File: config.mk
export PLATFORM = sky130hd
export DESIGN_NAME = ipf_top
export DESIGN_NICKNAME = d
export VERILOG_FILES = /design/src/pkg/ipf_pkg.sv /design/src/hdl/ipf_arb.sv /design/src/hdl/ipf_top.sv
export SDC_FILE = /design/constraint.sdc
export NUM_CORES = 1
export LEC_CHECK = 0
export ABC_AREA = 1
export CAP_MARGIN = 5
export CORE_AREA = 5 5 69 71
export DETAILED_ROUTE_END_ITERATION = 8
export DIE_AREA = 0 0 74 76
export DONT_BUFFER_PORTS = 1
export SYNTH_ARGS = -nofsm -noshare
export SYNTH_HDL_FRONTEND = slang
export SYNTH_SLANG_ARGS = --single-unit
File: constraint.sdc
create_clock -name clk_i -period 2.12 [get_ports clk_i]
set_input_delay 0.424 -clock clk_i [delete_from_list [all_inputs] [get_ports clk_i]]
set_output_delay 0.424 -clock clk_i [all_outputs]
set_load 0.1 [all_outputs]
File: src/pkg/ipf_pkg.sv
// Constants, types and helpers for the interrupt priority field block
package ipf_pkg;
  localparam int unsigned ADDR_W = 5;
  localparam int unsigned DATA_W = 32;
  localparam int unsigned PRI_W = 3;
  localparam int unsigned LVL_W = 4;
  localparam int unsigned VEC_W = 7;
  localparam int unsigned NUM_SRC = 2;

  // Byte addresses of the registers
  localparam logic [ADDR_W-1:0] OFS_LVD_PRI = 5'h00;
  localparam logic [ADDR_W-1:0] OFS_CTM_PRI = 5'h04;
  localparam logic [ADDR_W-1:0] OFS_INT_STS = 5'h08;
  localparam logic [ADDR_W-1:0] OFS_EVT_FLG = 5'h0C;
  localparam logic [ADDR_W-1:0] OFS_EVT_MSK = 5'h10;

  // Field positions
  localparam int unsigned LVD_PRI_POS = 0;
  localparam int unsigned CTM_PRI_POS = 4;
  localparam int unsigned UNACK_POS = 15;
  localparam int unsigned VCAP_POS = 13;
  localparam int unsigned NEW_LVL_POS = 8;
  localparam int unsigned VEC_ID_POS = 0;
  localparam int unsigned EV_NEW_POS = 0;
  localparam int unsigned EV_ACK_POS = 1;
  localparam int unsigned NUM_EV = 2;

  // Reset values, and the code that keeps a source from being presented
  localparam logic [PRI_W-1:0] PRI_RST = 3'h4;
  localparam logic [PRI_W-1:0] PRI_OFF = 3'h0;
  localparam logic VCAP_RST = 1'b0;
  localparam logic [NUM_EV-1:0] EV_RST = 2'h0;

  typedef struct packed {
    logic valid;
    logic [LVL_W-1:0] level;
    logic [VEC_W-1:0] vec;
  } ipf_req_t;

  // Code to CPU level; zero means never presented
  function automatic logic [LVL_W-1:0] ipf_level(input logic [PRI_W-1:0] c);
    ipf_level = {1'b0, c};
  endfunction : ipf_level
endpackage : ipf_pkg
File: src/hdl/ipf_arb.sv
// Picks the highest-level enabled request among the sources
`timescale 1ns/1ps
module ipf_arb #(
  parameter int unsigned N = 2
) (
  // Sources
  input wire logic [N-1:0] src_req_i,
  input wire logic [N*ipf_pkg::PRI_W-1:0] src_pri_i,
  input wire logic [N*ipf_pkg::VEC_W-1:0] src_vec_i,
  // Winner
  output ipf_pkg::ipf_req_t win_o
);
  import ipf_pkg::*;

  initial begin
    if (N < 1) begin
      $error("ipf_arb needs at least one source");
    end
  end

  always_comb begin
    logic [LVL_W-1:0] lvl;
    lvl = '0;
    win_o = '0;
    // Strictly greater keeps ties on the lowest index
    for (int i = 0; i < N; i++) begin
      lvl = ipf_level(src_pri_i[i*PRI_W +: PRI_W]);
      if (src_req_i[i] && lvl != '0 && lvl > win_o.level) begin
        win_o.valid = 1'b1;
        win_o.level = lvl;
        win_o.vec = src_vec_i[i*VEC_W +: VEC_W];
      end
    end
  end
endmodule : ipf_arb

File: src/hdl/ipf_top.sv
// Priority fields, arbitration and status registers on an Avalon-MM slave
`timescale 1ns/1ps
module ipf_top #(
  parameter logic [6:0] LVD_VEC = 7'h01, // Vector id, must differ from CTM_VEC
  parameter logic [6:0] CTM_VEC = 7'h02  // Vector id, must differ from LVD_VEC
) (
  // Clock and reset
  input wire logic clk_i,
  input wire logic sys_rst_i,
  // Avalon-MM slave
  input wire logic [ipf_pkg::ADDR_W-1:0] avs_address_i,
  input wire logic avs_read_i,
  input wire logic avs_write_i,
  input wire logic [ipf_pkg::DATA_W-1:0] avs_writedata_i,
  input wire logic [3:0] avs_byteenable_i,
  output logic [ipf_pkg::DATA_W-1:0] avs_readdata_o,
  output logic avs_waitrequest_o,
  // Interrupt sources, levels
  input wire logic lvd_req_i,
  input wire logic ctm_req_i,
  // CPU side
  input wire logic cpu_ack_i,
  output ipf_pkg::ipf_req_t cpu_req_o,
  output logic unack_o,
  // Event interrupt
  output logic irq_o
);
  import ipf_pkg::*;

  initial begin
    if (LVD_VEC == CTM_VEC) begin
      $error("ipf_top sources need distinct vector ids");
    end
  end

  logic [PRI_W-1:0] lvd_pri_r, lvd_pri_nxt;
  logic [PRI_W-1:0] ctm_pri_r, ctm_pri_nxt;
  logic vcap_r, vcap_nxt;
  logic [NUM_EV-1:0] flg_r, flg_nxt;
  logic [NUM_EV-1:0] msk_r, msk_nxt;
  ipf_req_t cur_r, cur_nxt;
  logic acked_r, acked_nxt;
  logic [VEC_W-1:0] ack_vec_r, ack_vec_nxt;
  logic [DATA_W-1:0] rdata_r, rdata_nxt;
  logic wait_r, wait_nxt;
  logic irq_r, irq_nxt;
  logic unack_r, unack_nxt;

  ipf_req_t win;
  logic acc, wr_lo, wr_hi;
  logic ev_new, ev_ack;
  logic [NUM_EV-1:0] ev_set, ev_clr;
  logic [15:0] sts_word;

  ipf_arb #(
    .N(NUM_SRC)
  ) u_arb (
    .src_req_i({ctm_req_i, lvd_req_i}),
    .src_pri_i({ctm_pri_r, lvd_pri_r}),
    .src_vec_i({CTM_VEC, LVD_VEC}),
    .win_o(win)
  );

  // Access completes in the cycle waitrequest is low
  assign acc = (avs_read_i || avs_write_i) && !wait_r;
  assign wr_lo = acc && avs_write_i && avs_byteenable_i[0];
  assign wr_hi = acc && avs_write_i && avs_byteenable_i[1];

  assign ev_new = win.valid && (!cur_r.valid || win.vec != cur_r.vec);
  assign ev_ack = cpu_ack_i && cur_r.valid && !acked_r;
  assign ev_set = {ev_ack, ev_new};
  assign ev_clr = (wr_lo && avs_address_i == OFS_EVT_FLG) ?
                  avs_writedata_i[NUM_EV-1:0] : '0;

  // Pending vector or the last acknowledged one, as selected
  always_comb begin
    sts_word = '0;
    sts_word[UNACK_POS] = unack_r;
    sts_word[VCAP_POS] = vcap_r;
    sts_word[NEW_LVL_POS +: LVL_W] = cur_r.level;
    sts_word[VEC_ID_POS +: VEC_W] = vcap_r ? cur_r.vec : ack_vec_r;
  end

  // Register file
  always_comb begin
    lvd_pri_nxt = lvd_pri_r;
    ctm_pri_nxt = ctm_pri_r;
    vcap_nxt = vcap_r;
    msk_nxt = msk_r;
    if (wr_lo && avs_address_i == OFS_LVD_PRI) begin
      lvd_pri_nxt = avs_writedata_i[LVD_PRI_POS +: PRI_W];
    end
    // Only bits 6:4 are stored; the rest of the word is dropped
    if (wr_lo && avs_address_i == OFS_CTM_PRI) begin
      ctm_pri_nxt = avs_writedata_i[CTM_PRI_POS +: PRI_W];
    end
    if (wr_hi && avs_address_i == OFS_INT_STS) begin
      vcap_nxt = avs_writedata_i[VCAP_POS];
    end
    if (wr_lo && avs_address_i == OFS_EVT_MSK) begin
      msk_nxt = avs_writedata_i[NUM_EV-1:0];
    end
    // Set wins over a simultaneous write-one clear
    flg_nxt = (flg_r & ~ev_clr) | ev_set;
    irq_nxt = |(flg_nxt & msk_nxt);
  end

  // Bus handshake and read data
  always_comb begin
    wait_nxt = 1'b1;
    rdata_nxt = rdata_r;
    if ((avs_read_i || avs_write_i) && wait_r) begin
      wait_nxt = 1'b0;
      rdata_nxt = '0;
      if (avs_read_i) begin
        unique case (avs_address_i)
          OFS_LVD_PRI: rdata_nxt[LVD_PRI_POS +: PRI_W] = lvd_pri_r;
          OFS_CTM_PRI: rdata_nxt[CTM_PRI_POS +: PRI_W] = ctm_pri_r;
          OFS_INT_STS: rdata_nxt[15:0] = sts_word;
          OFS_EVT_FLG: rdata_nxt[NUM_EV-1:0] = flg_r;
          OFS_EVT_MSK: rdata_nxt[NUM_EV-1:0] = msk_r;
          default: rdata_nxt = '0;
        endcase
      end
    end
  end

  // Request tracking toward the CPU
  always_comb begin
    cur_nxt = win;
    acked_nxt = acked_r;
    ack_vec_nxt = ack_vec_r;
    if (ev_ack) begin
      acked_nxt = 1'b1;
      ack_vec_nxt = cur_r.vec;
    end
    // A new winner or none needs a fresh acknowledge
    if (!win.valid || win.vec != cur_r.vec) begin
      acked_nxt = 1'b0;
    end
    unack_nxt = cur_nxt.valid && !acked_nxt;
  end

  always_ff @(posedge clk_i) begin
    if (sys_rst_i) begin
      lvd_pri_r <= PRI_RST;
      ctm_pri_r <= PRI_RST;
      vcap_r <= VCAP_RST;
      flg_r <= EV_RST;
      msk_r <= EV_RST;
      cur_r <= '0;
      acked_r <= 1'b0;
      ack_vec_r <= '0;
      rdata_r <= '0;
      wait_r <= 1'b1;
      irq_r <= 1'b0;
      unack_r <= 1'b0;
    end else begin
      lvd_pri_r <= lvd_pri_nxt;
      ctm_pri_r <= ctm_pri_nxt;
      vcap_r <= vcap_nxt;
      flg_r <= flg_nxt;
      msk_r <= msk_nxt;
      cur_r <= cur_nxt;
      acked_r <= acked_nxt;
      ack_vec_r <= ack_vec_nxt;
      rdata_r <= rdata_nxt;
      wait_r <= wait_nxt;
      irq_r <= irq_nxt;
      unack_r <= unack_nxt;
    end
  end

  assign avs_readdata_o = rdata_r;
  assign avs_waitrequest_o = wait_r;
  assign cpu_req_o = cur_r;
  assign unack_o = unack_r;
  assign irq_o = irq_r;
endmodule : ipf_top

# [Word-level counts from Yosys, hierarchy flattened]
# Cells that the tools add are included.
[word_totals] out_inout_bits=47 regBits=66 wordCells=71 inputBits=48
[classes] n_reduce_logical=31 bitwise_logic=4 n_lt_le_gt_ge=2 n_eq_ne=5 muxes=14
[op_table] cell="$mux W12" n=2
[op_table] cell="$logic_and A1 B1 Y1" n=18
[op_table] cell="$mux W16" n=1
[op_table] cell="$eq A5 B4 Y1 const B" n=2
[op_table] cell="$mux W9" n=1
[op_table] cell="$pmux W2 S4" n=1
[op_table] cell="$mux W7" n=1
[op_table] cell="$ne A7 B7 Y1" n=1
[op_table] cell="$pmux W3 S2" n=1
[op_table] cell="$reduce_bool A3 Y1" n=2
[op_table] cell="$eq A5 B3 Y1 const B" n=1
[op_table] cell="$eq A5 B5 Y1 const B" n=1
[op_table] cell="$logic_not A1 Y1" n=5
[op_table] cell="$logic_not A5 Y1" n=1
[op_table] cell="$and A2 B2 Y2" n=2
[op_table] cell="$gt A3 B4 Y1" n=1
[op_table] cell="$mux W1" n=4
[op_table] cell="$mux W2" n=2
[op_table] cell="$reduce_or A2 Y1" n=2
[op_table] cell="$gt A3 B1 Y1 const B" n=1
[op_table] cell="$logic_or A1 B1 Y1" n=3
[op_table] cell="$not A2 Y2" n=1
[op_table] cell="$or A2 B2 Y2" n=1
[op_table] cell="$pmux W1 S2" n=1

# [Longest topological paths before layout]
# Gate-level depths: netlist of run 1.
[logic_depth] depth_word=13 ltp_mapped=19

# [Cells and area by module]
# Synthesis of run 1 repeated with hierarchy kept, for this count alone.
[hier_totals] cells_unflattened=368 hier_area_um2=2468.6
[modules_own_cells] module="ipf_top" instances=1 cells_per_inst=291 seq_area_each_um2=940.9 area_per_inst_um2=2112.0
[modules_own_cells] module="ipf_arb" instances=1 cells_per_inst=77 seq_area_each_um2=0.0 area_per_inst_um2=356.6

# [Worst setup path after synthesis of run 1]
# Ideal clock, no wire load.
[synth_timing] kind="input to register" start="input port lvd_req_i" end="register irq_r, in the netlist irq_o" arrival_ps=1820 setup_slack_ps=188 stages=15 required_time_ps=2008 cell_sequence="a21boi_2 > nand2_1 > ha_1 > nand3_1 > nand2_1 > nor2_1 > nand2_2 > nand2_1 > nand2_1 > inv_1 > nand3_1 > nand2_1 > nand2_1 > nand2_1 > nand2_1"
[synth_between] elab_chain_cells=12
[synth_rtl] item="start, declared" line_no="ipf_top.sv:19" text="input wire logic lvd_req_i,"
[synth_rtl] item="$logic_and A1 B1 Y1 (*) (2 in series)" line_no="ipf_arb.sv:28" text="if (src_req_i[i] && lvl != '0 && lvl > win_o.level) begin"
[synth_rtl] item="$mux W12 (*)" line_no="ipf_arb.sv:28"
[synth_rtl] item="$gt A3 B4 Y1" line_no="ipf_arb.sv:28"
[synth_rtl] item="$logic_and A1 B1 Y1" line_no="ipf_arb.sv:28"
[synth_rtl] item="$mux W12 (*)" line_no="ipf_arb.sv:28"
[synth_rtl] item="$ne A7 B7 Y1" line_no="ipf_top.sv:69" text="assign ev_new = win.valid && (!cur_r.valid || win.vec != cur_r.vec);"
[synth_rtl] item="$logic_or A1 B1 Y1" line_no="ipf_top.sv:69"
[synth_rtl] item="$logic_and A1 B1 Y1 (*)" line_no="ipf_top.sv:69"
[synth_rtl] item="$or A2 B2 Y2 (*)" line_no="ipf_top.sv:104" text="flg_nxt = (flg_r & ~ev_clr) | ev_set;"
[synth_rtl] item="$and A2 B2 Y2 (*)" line_no="ipf_top.sv:105" text="irq_nxt = |(flg_nxt & msk_nxt);"
[synth_rtl] item="$reduce_or A2 Y1 (*)" line_no="ipf_top.sv:105"
[synth_rtl] item="end signal, assigned" line_no="ipf_top.sv:169" text="irq_r <= irq_nxt;"
[synth_rtl] item="end, declared" line_no="ipf_top.sv:46" text="logic irq_r, irq_nxt;"
# Every way passes the cells marked *; elsewhere a longest branch is shown, timed or not.
# A chain may end at the register's enable or synchronous reset.

# [Final worst setup path of run 1]
[layout_timing] start="register lvd_pri_r[2]" end="register irq_r, in the netlist irq_o"
[layout_between] elab_chain_cells=13 elab_cells_between_ends=14 cone_classes="2 x order compare; 1 x eq/ne; 2 x mux; 2 x bitwise; 7 x reduce/logical"
[layout_rtl] item="start, declared" line_no="ipf_top.sv:36" text="logic [PRI_W-1:0] lvd_pri_r, lvd_pri_nxt;"
[layout_rtl] item="start signal, assigned" line_no="ipf_top.sv:159" text="lvd_pri_r <= lvd_pri_nxt;"
[layout_rtl] item="parallel branches: the longest is 3 deep, another holds $gt A3 B1 Y1"
[layout_rtl] item="$mux W12 (*)" line_no="ipf_arb.sv:28"
[layout_rtl] item="$gt A3 B4 Y1" line_no="ipf_arb.sv:28"
[layout_rtl] item="$logic_and A1 B1 Y1" line_no="ipf_arb.sv:28"
[layout_rtl] item="$mux W12 (*)" line_no="ipf_arb.sv:28"
[layout_rtl] item="$ne A7 B7 Y1" line_no="ipf_top.sv:69"
[layout_rtl] item="$logic_or A1 B1 Y1" line_no="ipf_top.sv:69"
[layout_rtl] item="$logic_and A1 B1 Y1 (*)" line_no="ipf_top.sv:69"
[layout_rtl] item="$or A2 B2 Y2 (*)" line_no="ipf_top.sv:104"
[layout_rtl] item="$and A2 B2 Y2 (*)" line_no="ipf_top.sv:105"
[layout_rtl] item="$reduce_or A2 Y1 (*)" line_no="ipf_top.sv:105"
# Mark *: on every way between the ends.

==> results of run 1 <==
[registers in the layout, summed over array words and instances (netlist names), 2 cells and up]
signal,cells
ack_vec_r,2
flg_r,2
msk_r,2
ctm_pri_r,3
cpu_req_o,6
avs_readdata_o,11
lvd_pri_r,3
[cell families (layout without fill, tap and decap cells)]
family | count (synthesis) | after routing
AND/OR/NAND/NOR | 97 | 97
buffers and inverters | 60 | 65
AO/OA/AOI/OAI | 41 | 41
flip-flops | 34 | 34
adder cells (fa/ha/maj) | 3 | 3
other | 1 | 27
[layout make-up]
class,instances,area share
Inverter,29,0.05506
Multi-Input combinational cell,168,0.4133
Timing Repair Buffer,28,0.1063
Clock inverter,1,0.002532
Sequential cell,34,0.3462
Clock buffer,7,0.04367
Tap cell,52,0.03291
[timing repair]
action | in CTS | in global routing
setup endpoints to repair | 1 | 1
setup buffers | 0 | 1
resized for setup | 1 | 7
pin swaps | 0 | 6
[stage by stage]
step,hold WS [ns],cells,power [uW],setup TNS (ns)
3_3_place_gp,0.4482,310,1050,0
2_1_floorplan,0.4357,262,1060,0
3_5_place_dp,0.4507,310,1052,-0.003350
4_1_cts,0.1976,318,1536,0
5_1_grt,0.1808,319,1594,-0.02179
6_report,0.2060,319,1526,0
[layout by cell type, fill, tap and decap left out, drive strengths merged]
cell type   n
a22o        1
nand3      12
clkbuf      7
o21ai      13
ha          3
o21bai      1
a32oi       1
nand2      59
conb       27
nand4       6
a21oi      24
inv        29
nor3        3
buf        28
dfxtp      34
nor2       17
a21boi      1
clkinv      1
[worst max-delay path, delay by kind of cell (launching register included)]
family | cells | cell delay [ns]
buf+inv | 1 | 0.06
fa+ha+maj | 1 | 0.30
flops | 1 | 0.33
compound gates | 1 | 0.19
simple gates | 13 | 0.97
[final timing paths]
kind	endpoint	startpoint	depth (start not counted)
setup / recovery	irq_o$_SDFF_PP0_	lvd_pri_r[2]$_SDFFE_PP1P_	16
hold / removal	flg_r[1]$_SDFF_PP0_	sys_rst_i	1
setup reg to reg	irq_o$_SDFF_PP0_	lvd_pri_r[2]$_SDFFE_PP1P_	16
hold reg to reg	avs_readdata_o[15]$_SDFFE_PP0P_	avs_readdata_o[15]$_SDFFE_PP0P_	2
[report_power, final]
| group | internal (uW) | switching, uW | total, uW |
|---|---|---|---|
| logic | 44.0 | 338 | 382 |
| clock network | 262 | 222 | 484 |
| registers | 654 | 6.45 | 660 |
| total | 960 | 567 | 1530 |
[metal layers]
| layer | routed length, um | track usage | vias to the layer above |
|---|---|---|---|
| li1 | - | - | 759 |
| met1 | 1569 | 0.1692 | 635 |
| met2 | 1824 | 0.2181 | 48 |
| met3 | 321 | 0.05541 | 6 |
| met4 | 31 | 0.03804 | 0 |
| met5 | 0 | 0 | - |
==> results.txt, run 1 <==
The flow ran to the end, and the final reports show no timing, DRC or antenna violations. Prior to clock tree synthesis, the placed netlist has a worst setup slack of -0.003350 ns. The first detailed-routing pass ran for 4 iterations. The area share of and/or/nand/nor cells after synthesis works out to 0.2565. The logs give 0.6013 for the worst-case headroom to the max-slew limit and 0 for the count of endpoints failing setup in the final report.

After synthesis the netlist holds a flip-flop and latch count of 34. The net count of the finished layout is 317. Via count of the first global-routing pass: 1,277. The share of flip-flops with an asynchronous set or reset works out to 0.

The tightest min-delay check is of the in -> reg type. The logs give 0.28 ns for the later-pin clock latency in the skew report and 684.4 um^2 for the register cell area after layout. The post-route clock period utilization was 0.9233.

Leakage power: 0.0009174 uW. In the post-route analysis, the smallest setup slack over all paths is 0.1626 ns. During synthesis, Yosys emitted a total of 0 warnings. The setup path with the least slack is of type reg -> reg.

The transition time of the tightest slew-check pin is 0.5934 ns. Mux cell area share after synthesis: 0. Across the VDD grid, the largest voltage drop is 0.3085 mV. The max-capacitance violation count is 0, and the total congestion overflow is 0. In this design, the stage delay of the slowest critical-path cell is 0.33 ns. The main combinational cell family by area after synthesis is simple AND/OR/NAND/NOR gates. The repair_antennas step left the layout with diodes totalling 0.

The most used flip-flop cell after synthesis is dfxtp_1. The run gives 2979 um as the half-perimeter wire length of the detailed placement result. Along the worst path, the maximum fanout reaches 4.

The count of pins over their slew limit is 0. The remaining antenna violation count came out at 0. The data arrival time of the critical path was 2.14 ns. The power density over the cells works out to 772.0 nW/um^2. The tools report the kind of capture point of the worst setup path as a flop. The total vias in the final route is 1,448, and the width of the chip is 74 um.

After clock tree synthesis, the flow added hold-fix buffers numbering 0. In this run the count of I/O pins placed on the die edge is 95. The number of different library cells used by synthesis comes to 25. The H-tree was split into 2 levels.

The routed design could run at a clock period as short as 1.957 ns. Most numerous cell on the critical path: nand2_1. The top cell type's share of synthesized area was 0.3942.

Walking the worst path, the cells encountered are nor2_1, a21boi_2, nand2_1, ha_1, nand3_1, nand2_1, nor2_2, nand2_2, nand2_1, nand2_1, inv_2, nand3_2, nand2_2, nand2_1, nand2_1, nand2_1. The most common cell in the synthesized netlist is nand2_1. The compound-cell area share of the yosys netlist was 0.1304. TritonCTS buffer count: 5.

The clock root buffer was clkbuf_8. The setup check on the worst reg-to-reg path leaves a slack of 0.16 ns. After clock tree synthesis, the clock-pin slew on the worst setup and hold paths is 0.07 ns.

After floorplanning, the core was divided into 24 placement rows. The hold violation total from the final report is 0. The largest net degree at the start of global routing is 19, and the peak clock frequency supported by timing is 0.5109 GHz. Counting every instance in the synthesized netlist gives 236. Sorting the synthesized cells by area gives the leading types as dfxtp_1 (39%), nand2_1 (12%), buf_4 (12%).

The run gives 34 as the clock sink total. The longest clock path from root to sink contains 2 buffers. The multi-input combinational cells in the finished layout cover a total of 817.0 um^2. The tools report the cell area reported after detailed placement as 1864 um^2. After filler insertion, the fill cell instance count of the layout stands at 458. In this run, the number of DRC markers left after iteration 0 of detailed routing was 99. The worst setup path is launched from a flop. In this run the tool buffered the top-level ports with 0 buffer cells.

The initial antenna violation count was 0; the layout overhead on the synthesized area was 14.49%. For the first-pass GRT wire length, the log shows 5961 um. The largest area contributor in the synthesized netlist is dfxtp_1. After detailed routing, the number of remaining DRC violations is 0.

The run gives 0.3942 as the post-synthesis sequential area ratio. The chip height was 76 um. The final standard cell utilization of the core was 0.4736; the number of flops mapped to enable cells by yosys was 0. The commonest cells after synthesis are nand2_1 (57), dfxtp_1 (34), buf_4 (27). The arithmetic-cell share of the synthesized area counting full adders, half adders and majority gates is 0.02174, and the final instance area is 1977 um^2. In this run the standard cell core region covers 4174 um^2. The share of the synthesized netlist area taken by xor and xnor gates was 0.

Final routed wirelength across all metal layers: 3747 um. After detailed routing, the number of vias per cell comes to 4.539. The worst path required time is 2.30 ns, and the average footprint of a synthesized cell is 7.316 um^2. The effective utilization at floorplan was 0.4137. The tools report the global routing usage summed across all routing layers as 0.1373. The floorplan step defined a die boundary enclosing 5624 um^2. Slowest stage cell on the critical path: dfxtp_2. The congestion estimate from routability-driven global placement came to 0.8139.

In the final routed layout, each cell accounts on average for 11.75 um. The share of final-layout standard cells stronger than drive strength 1 was 0.2135; the final worst clock skew was 0.003632 ns. Synthesized area: 1727 um^2.

TritonCTS built the clock tree.
No activity file was read; power rests on OpenSTA's default activity.
==> run 2: changes to the inputs <==
--- a/config.mk
+++ b/config.mk
@@ -10,2 +10,3 @@
 export CORE_AREA = 5 5 69 71
+export CTS_CLUSTER_DIAMETER = 100
 export DETAILED_ROUTE_END_ITERATION = 8
--- a/constraint.sdc
+++ b/constraint.sdc
@@ -3,2 +3,2 @@
 set_output_delay 0.424 -clock clk_i [all_outputs]
-set_load 0.1 [all_outputs]
+set_load 0.01 [all_outputs]
==> run 2 against run 1 <==
  * Cell area down 4.6%
  * Utilization shrank 2.2 points
  * Hold slack got worse by 0.0076 ns
  * Via count down 3.6%
  * Setup slack improved by 0.047 ns
  * Die area is the same
  * Sequential power is 1% higher
  * Total power fell by 1.2%
  * Sequential cell count unchanged
  * Largest power group is now the clock network
  * Fmax rose by 2.5%
==> results.txt, run 2 (synthesis gave the netlist of run 1 again) <==
During I/O placement, the number of pins put on the boundary was 95. The initial antenna violation count was 0; the number of filler cells placed in the layout was 445. The tools report the area of the placeable core as 4174 um^2.

The logs give 0 for the count of pins over their slew limit and 0 for the total congestion overflow. The H-tree was split into 2 levels. The worst setup path is of the reg -> reg kind.

The setup TNS after final layout was 0 ns. The worst-case headroom to the max-slew limit was 0.6159. The depth of the worst hold-timing path is 1.

The register with the most flip-flops in the layout has 11 of them. The effective utilization at floorplan is 0.4137. Setup slack closes at 0.2100 ns. Hold violation total from the final report: 0. In this run the remaining antenna-violating nets after routing total 0. The number of clock buffers added by TritonCTS is 5. The largest net degree at the start of global routing came out at 19. The transition time of the tightest slew-check pin is 0.5718 ns. At the end of routability-driven placement, the weighted congestion stood at 0.8110. The initialized floorplan defines 24 standard-cell rows. The mean routed wirelength per cell works out to 12.62 um.

Global routing usage summed across all routing layers: 0.1380. At the end of the flow, the number of nets in the layout was 298. After detailed routing, the number of remaining DRC violations is 0. The post-route clock period utilization was 0.9010. The flow ran to the end, and the final reports show no timing, DRC or antenna violations. The final worst clock skew came out at 0.004589 ns. The most common cell after layout, fill and taps aside was nand2_1. In this run the power density over the cells is 799.6 nW/um^2. The run gives 1,396 as the total vias in the final route. Hold repair after CTS inserted 0 buffers. Input and output buffers added on the ports amount to 0. STA puts the critical path data arrival time at 2.09 ns.

The finished cells cover 1887 um^2. For the finished layout, the period the worst path requires is 1.910 ns. Setup violations remaining at the end of the flow were counted as 0. In the routed layout, each cell is associated on average with a via count of 4.653. The die area came out at 5624 um^2.

The final standard cell utilization of the core is 0.4520. 0 antenna diodes ended up in the layout. The path category of the worst min-delay check is in -> reg.

IR analysis of the VDD net gives a maximum drop of 0.3343 mV. Max-cap violations in this run came to 0. In this run the clock root is driven by a clkbuf_8. Share of final-layout standard cells stronger than drive strength 1: 0.1452. The worst setup path is launched from a flop.

The run gives 2 as the buffer depth of the longest clock path. Along the worst path, the maximum fanout reaches 4. At the placement stage, the worst setup path has a slack of 0.06824 ns.

STA puts the critical path data required time at 2.30 ns. The via count of the first global-routing pass was 1,305; the worst-case reg-to-reg path depth was 17. The first global-routing pass estimated 6072 um of wire. The width of the chip works out to 74 um.

Chip height: 76 um. For the final routed wirelength across all metal layers, the log shows 3786 um. CTS saw 34 sinks.

The clock transition at the register clock pins on the worst setup and hold paths after CTS was 0.07 ns. DRC violation total after the first TritonRoute iteration: 44. Leaving out fill and tap cells, the most frequent cells in the layout are nand2_1 (56), dfxtp_1 (32), conb_1 (27). TritonCTS built the clock tree. The half-perimeter wire length of the detailed placement result is 2949 um. The placed instances occupy a cell area of 1722 um^2. The later pin in the worst-skew pair is clocked with a latency of 0.29 ns.

The layout overhead on the synthesized area works out to 9.275%. The first TritonRoute pass finished after 4 iterations. Based on the critical path, the design can be clocked at up to 0.5236 GHz. The leakage power was 0.0008352 uW.

The kind of capture point of the worst setup path is a flop.
[run 2: layout make-up]
class | instances | area (um^2) | area share
clock buffer | 5 | 68.82 | 0.03647
clock inverter | 3 | 68.82 | 0.03647
inverter | 29 | 108.9 | 0.05769
multi-input combinational | 168 | 824.5 | 0.4370
sequential | 34 | 683.2 | 0.3621
tap | 52 | 65.06 | 0.03448
timing repair buffer | 9 | 67.56 | 0.03581
[run 2: where the power goes]
group | internal [uW] | switching (uW)
Combinational | 34.9 | 83.5
Clock | 471 | 252
Sequential | 653 | 14.0
Total | 1160 | 349
[run 2: layer usage]
| layer | global-route usage | wire (um) | vias to the layer above |
|---|---|---|---|
| met2 | 0.2252 | 1767 | 49 |
| met5 | 0 | 0 | - |
| met4 | 0.04891 | 38 | 0 |
| li1 | - | - | 723 |
| met1 | 0.1617 | 1573 | 619 |
| met3 | 0.05277 | 407 | 5 |
[run 2: what timing repair did]
| action | in CTS | in global routing |
|---|---|---|
| buffers inserted | 0 | 1 |
| hold endpoints to repair | 0 | 0 |
| setup endpoints to repair | 0 | 4 |
| resized for setup | 0 | 5 |
[run 2: through the flow]
stage / cells / power [uW] / hold WS (ns)
after floorplan: 262 / 813.1 / 0.4357
after global placement: 291 / 794.6 / 0.4575
after detailed placement: 291 / 795.2 / 0.4613
after CTS: 299 / 1516 / 0.1883
after global routing: 300 / 1576 / 0.1790
final: 300 / 1509 / 0.1984
[run 2: worst max-delay path, stage by stage, from the launching register on]
cell and delay, ns:
dfxtp_1 0.33, nor2_1 0.06, a21boi_2 0.18, inv_1 0.07, nor2_1 0.09, ha_1 0.23, nand3_1 0.07, nand2_1 0.06
nor2_2 0.12, nand2_2 0.09, nand2_1 0.06, nand2_1 0.04, inv_1 0.07, nand3_1 0.09, nand2_2 0.10, nand2_1 0.05
nand2_1 0.05, nand2_1 0.04
[run 2: worst paths after layout]
path                        startpoint                         endpoint  slack [ns]
max reg2reg  lvd_pri_r[0]$_SDFFE_PP0P_                 irq_o$_SDFF_PP0_        0.21
min                          sys_rst_i   avs_readdata_o[5]$_SDFFE_PP0P_        0.20
min reg2reg        vcap_r$_SDFFE_PP0P_  avs_readdata_o[13]$_SDFFE_PP0P_        0.46
max          lvd_pri_r[0]$_SDFFE_PP0P_                 irq_o$_SDFF_PP0_        0.21
==> run 3: changes to the inputs <==
clock period = 2.4 ns   (was 2.12 ns; I/O delays follow)
==> run 3 against run 2 <==
  * Critical path depth is 1 lower
  * Sequential cell count stayed put
  * Die area stayed put
  * Total power is 19% lower
  * Final cell count is 2.3% lower
  * Clock skew is 0.0044 ns higher
  * Sequential share of layout area is 1.9 points higher
  * Critical path type unchanged
  * Setup slack better by 0.044 ns
  * Via count is 3.8% lower
  * Non-clock buffer count is 7 lower
==> results.txt, run 3 (synthesis gave the netlist of run 1 again) <==
The TritonCTS buffer count is 5. Static timing analysis puts the maximum clock frequency at 0.4660 GHz. The cell family with the largest share of critical-path delay is simple AND/OR/NAND/NOR gates. Before antenna repair, the detailed router went through 5 iterations.

The tools report the worst path required time as 2.58 ns. Chip height: 76 um. The clock share of power was 0.437. Worst setup path category: reg -> reg.

The tools report the final standard cell utilization of the core as 0.4293. The depth of the worst hold-timing path works out to 1. The run gives 0 as the initial antenna violation count.

The minimum period implied by the final worst setup slack was 2.146 ns; the clock transition at the register clock pins on the worst setup and hold paths after CTS was 0.08 ns. The tools report the hold violation total from the final report as 0. The logs give 1662 um^2 for the cell area reported after detailed placement and 0 for the count of hold buffers inserted by post-cts repair.

For the final database, setup skew stands at 0.009035 ns. The most numerous cell on the critical path was nand2_1. The largest driver fanout on the critical path is 5, and the area of the placeable core is 4174 um^2.

Once routing completed, OpenROAD measured the worst setup slack at 0.2542 ns. Routability-driven placement finished with a final weighted congestion of 0.8056. The register with the most flip-flops in the layout has 11 of them.

TritonCTS built the clock tree. The first-pass GRT wire length is 6072 um. The share of total power in sequential cells was 0.484; the share of final-layout standard cells stronger than drive strength 1 was 0.1037. After routing the design area is 1792 um^2.

The mean routed wirelength per cell came out at 12.58 um. The leakage power was 0.0007816 uW; the largest net degree at the start of global routing was 19. The logs give 0.1374 for the global routing usage summed across all routing layers and 0.29 ns for the later-pin clock latency in the skew report. The number of cells on the worst reg-to-reg path is 16. The remaining antenna violation count was 0; the width of the chip was 74 um. The internal power of the cells totals 911.3 uW.

The tightest min-delay check is of the in -> reg type. Setup repair after global routing left no endpoint under its margin. Placement-stage worst setup slack: 0.2074 ns. Count of pins over their slew limit: 0.

The clock passes through at most 2 buffers. Traced cell by cell, the critical path runs through nor2_1, a21boi_2, nand2_1, ha_1, nand3_1, nand2_1, nor2_1, nand2_2, nand2_1, nand2_1, inv_1, nand3_1, nand2_1, nand2_1, nand2_1, nand2_1. For this run the aggregate overflow at the end of global routing stands at 0. For the pin with the worst max-slew slack, the measured transition is 0.6174 ns. Critical path launch point type: a flop. The tree is rooted in a clkbuf_8.

The worst-case headroom to the max-slew limit is 0.5852. The largest stage delay on the critical path was 0.40 ns. The half-perimeter wire length of the detailed placement result came out at 2909 um. For this design the top-level I/O count stands at 95. The proportion of power drawn by combinational gates came out at 0.079.

Leaving out filler cells and counting taps, the final layout contains 293. For this design the ratio of total power to cell area is 679.6 nW/um^2. The final route contains 1,343 vias.

The kind of capture point of the worst setup path is a flop. 0 antenna diodes ended up in the layout. The tools report the max-capacitance violation count as 0. Counting buffers and inverters, the worst setup path is 16 cells deep. From synthesis to final layout, the design area changed by 3.768%. Buffers placed on the I/O ports in this run total 0.

In this run, placement finished with an instance count of 283. In the layout the commonest cells are nand2_1 (57), dfxtp_1 (33), conb_1 (27). The die covers 5624 um^2.

The remaining routing DRC violations is 0. The sum of buffers and inverters on the critical path is 1, and the power spent charging and discharging nets is 306.4 uW. The tools report the via count of the first global-routing pass as 1,307. For this design, the slowest cell found on the critical path is dfxtp_1.

For the number of filler cells placed in the layout, the log shows 462. The vias per cell was 4.584. The site row count was 24; the data arrival time of the critical path was 2.33 ns. For the final routed wirelength across all metal layers, the log shows 3687 um. Most common cell after layout, fill and taps aside: nand2_1. In this run the number of H-tree levels came out at 2. The worst IR drop on VDD was 0.2458 mV; the DRC violation total after the first TritonRoute iteration was 58. The effective utilization at floorplan was 0.4137.

The setup TNS after final layout is 0 ns, and the count of nets after finishing is 291. The switching share of power is 0.2516, and the clock sink total is 34. Post-route clock period utilization: 0.8941.

Setup violations remaining at the end of the flow were counted as 0. The run finished with clean final reports.
run 3: cell types whose count changed in the layout (fill, tap and decap cells not counted):
cell,before,now
nor2_1,12,13
ha_1,2,3
ha_4,1,0
nor2_2,2,1
buf_4,9,2
nand2_1,56,57
nand2_2,3,2
bufinv_16,2,1
dfxtp_1,32,33
dfxtp_2,2,1
clkinv_4,1,0
clkinvlp_4,0,2
run 3: layer usage:
layer / share of wire / up-vias / GRT usage
li1: - / 702 / -
met1: 0.41 / 584 / 0.1615
met2: 0.46 / 50 / 0.2199
met3: 0.11 / 7 / 0.05409
met4: 0.018 / 0 / 0.05435
met5: 0 / - / 0
run 3: worst paths after layout:
path | from | endpoint | slack, ns
max | lvd_pri_r[2]$_SDFFE_PP1P_ | irq_o$_SDFF_PP0_ | 0.25
min | sys_rst_i | avs_readdata_o[5]$_SDFFE_PP0P_ | 0.25
max reg2reg | lvd_pri_r[2]$_SDFFE_PP1P_ | irq_o$_SDFF_PP0_ | 0.25
min reg2reg | vcap_r$_SDFFE_PP0P_ | avs_readdata_o[13]$_SDFFE_PP0P_ | 0.47
run 3: area by class of cell:
cell class	count	area, um^2	area share
clock inverters	3	45.04	0.02514
repair buffers	2	15.01	0.008380
multi-input cells	168	807.0	0.4504
well taps	52	65.06	0.03631
clock buffers	5	68.82	0.03841
flip-flops and latches	34	681.9	0.3806
inverters	29	108.9	0.06075
run 3: what timing repair did:
| item | 4_1_cts | 5_1_grt |
|---|---|---|
| gates resized for setup | 0 | 1 |
| endpoints found under the setup margin | 0 | 1 |
| setup buffers | 0 | 2 |
run 3: stage by stage:
step	power (uW)	hold WS, ns
2_1_floorplan	718.3	0.4357
3_3_place_gp	694.9	0.4614
3_5_place_dp	695.5	0.4639
4_1_cts	1229	0.2415
5_1_grt	1273	0.2373
6_report	1218	0.2509
run 3: power by group through the flow:
stage                     Sequential [uW]  Combinational (uW)  Clock, uW
final                                 589                96.7        532
after detailed placement              603                92.8          0
after global placement                603                92.3          0
after CTS                             589                93.4        546
after floorplan                       600                 118          0
after global routing                  591                 113        569
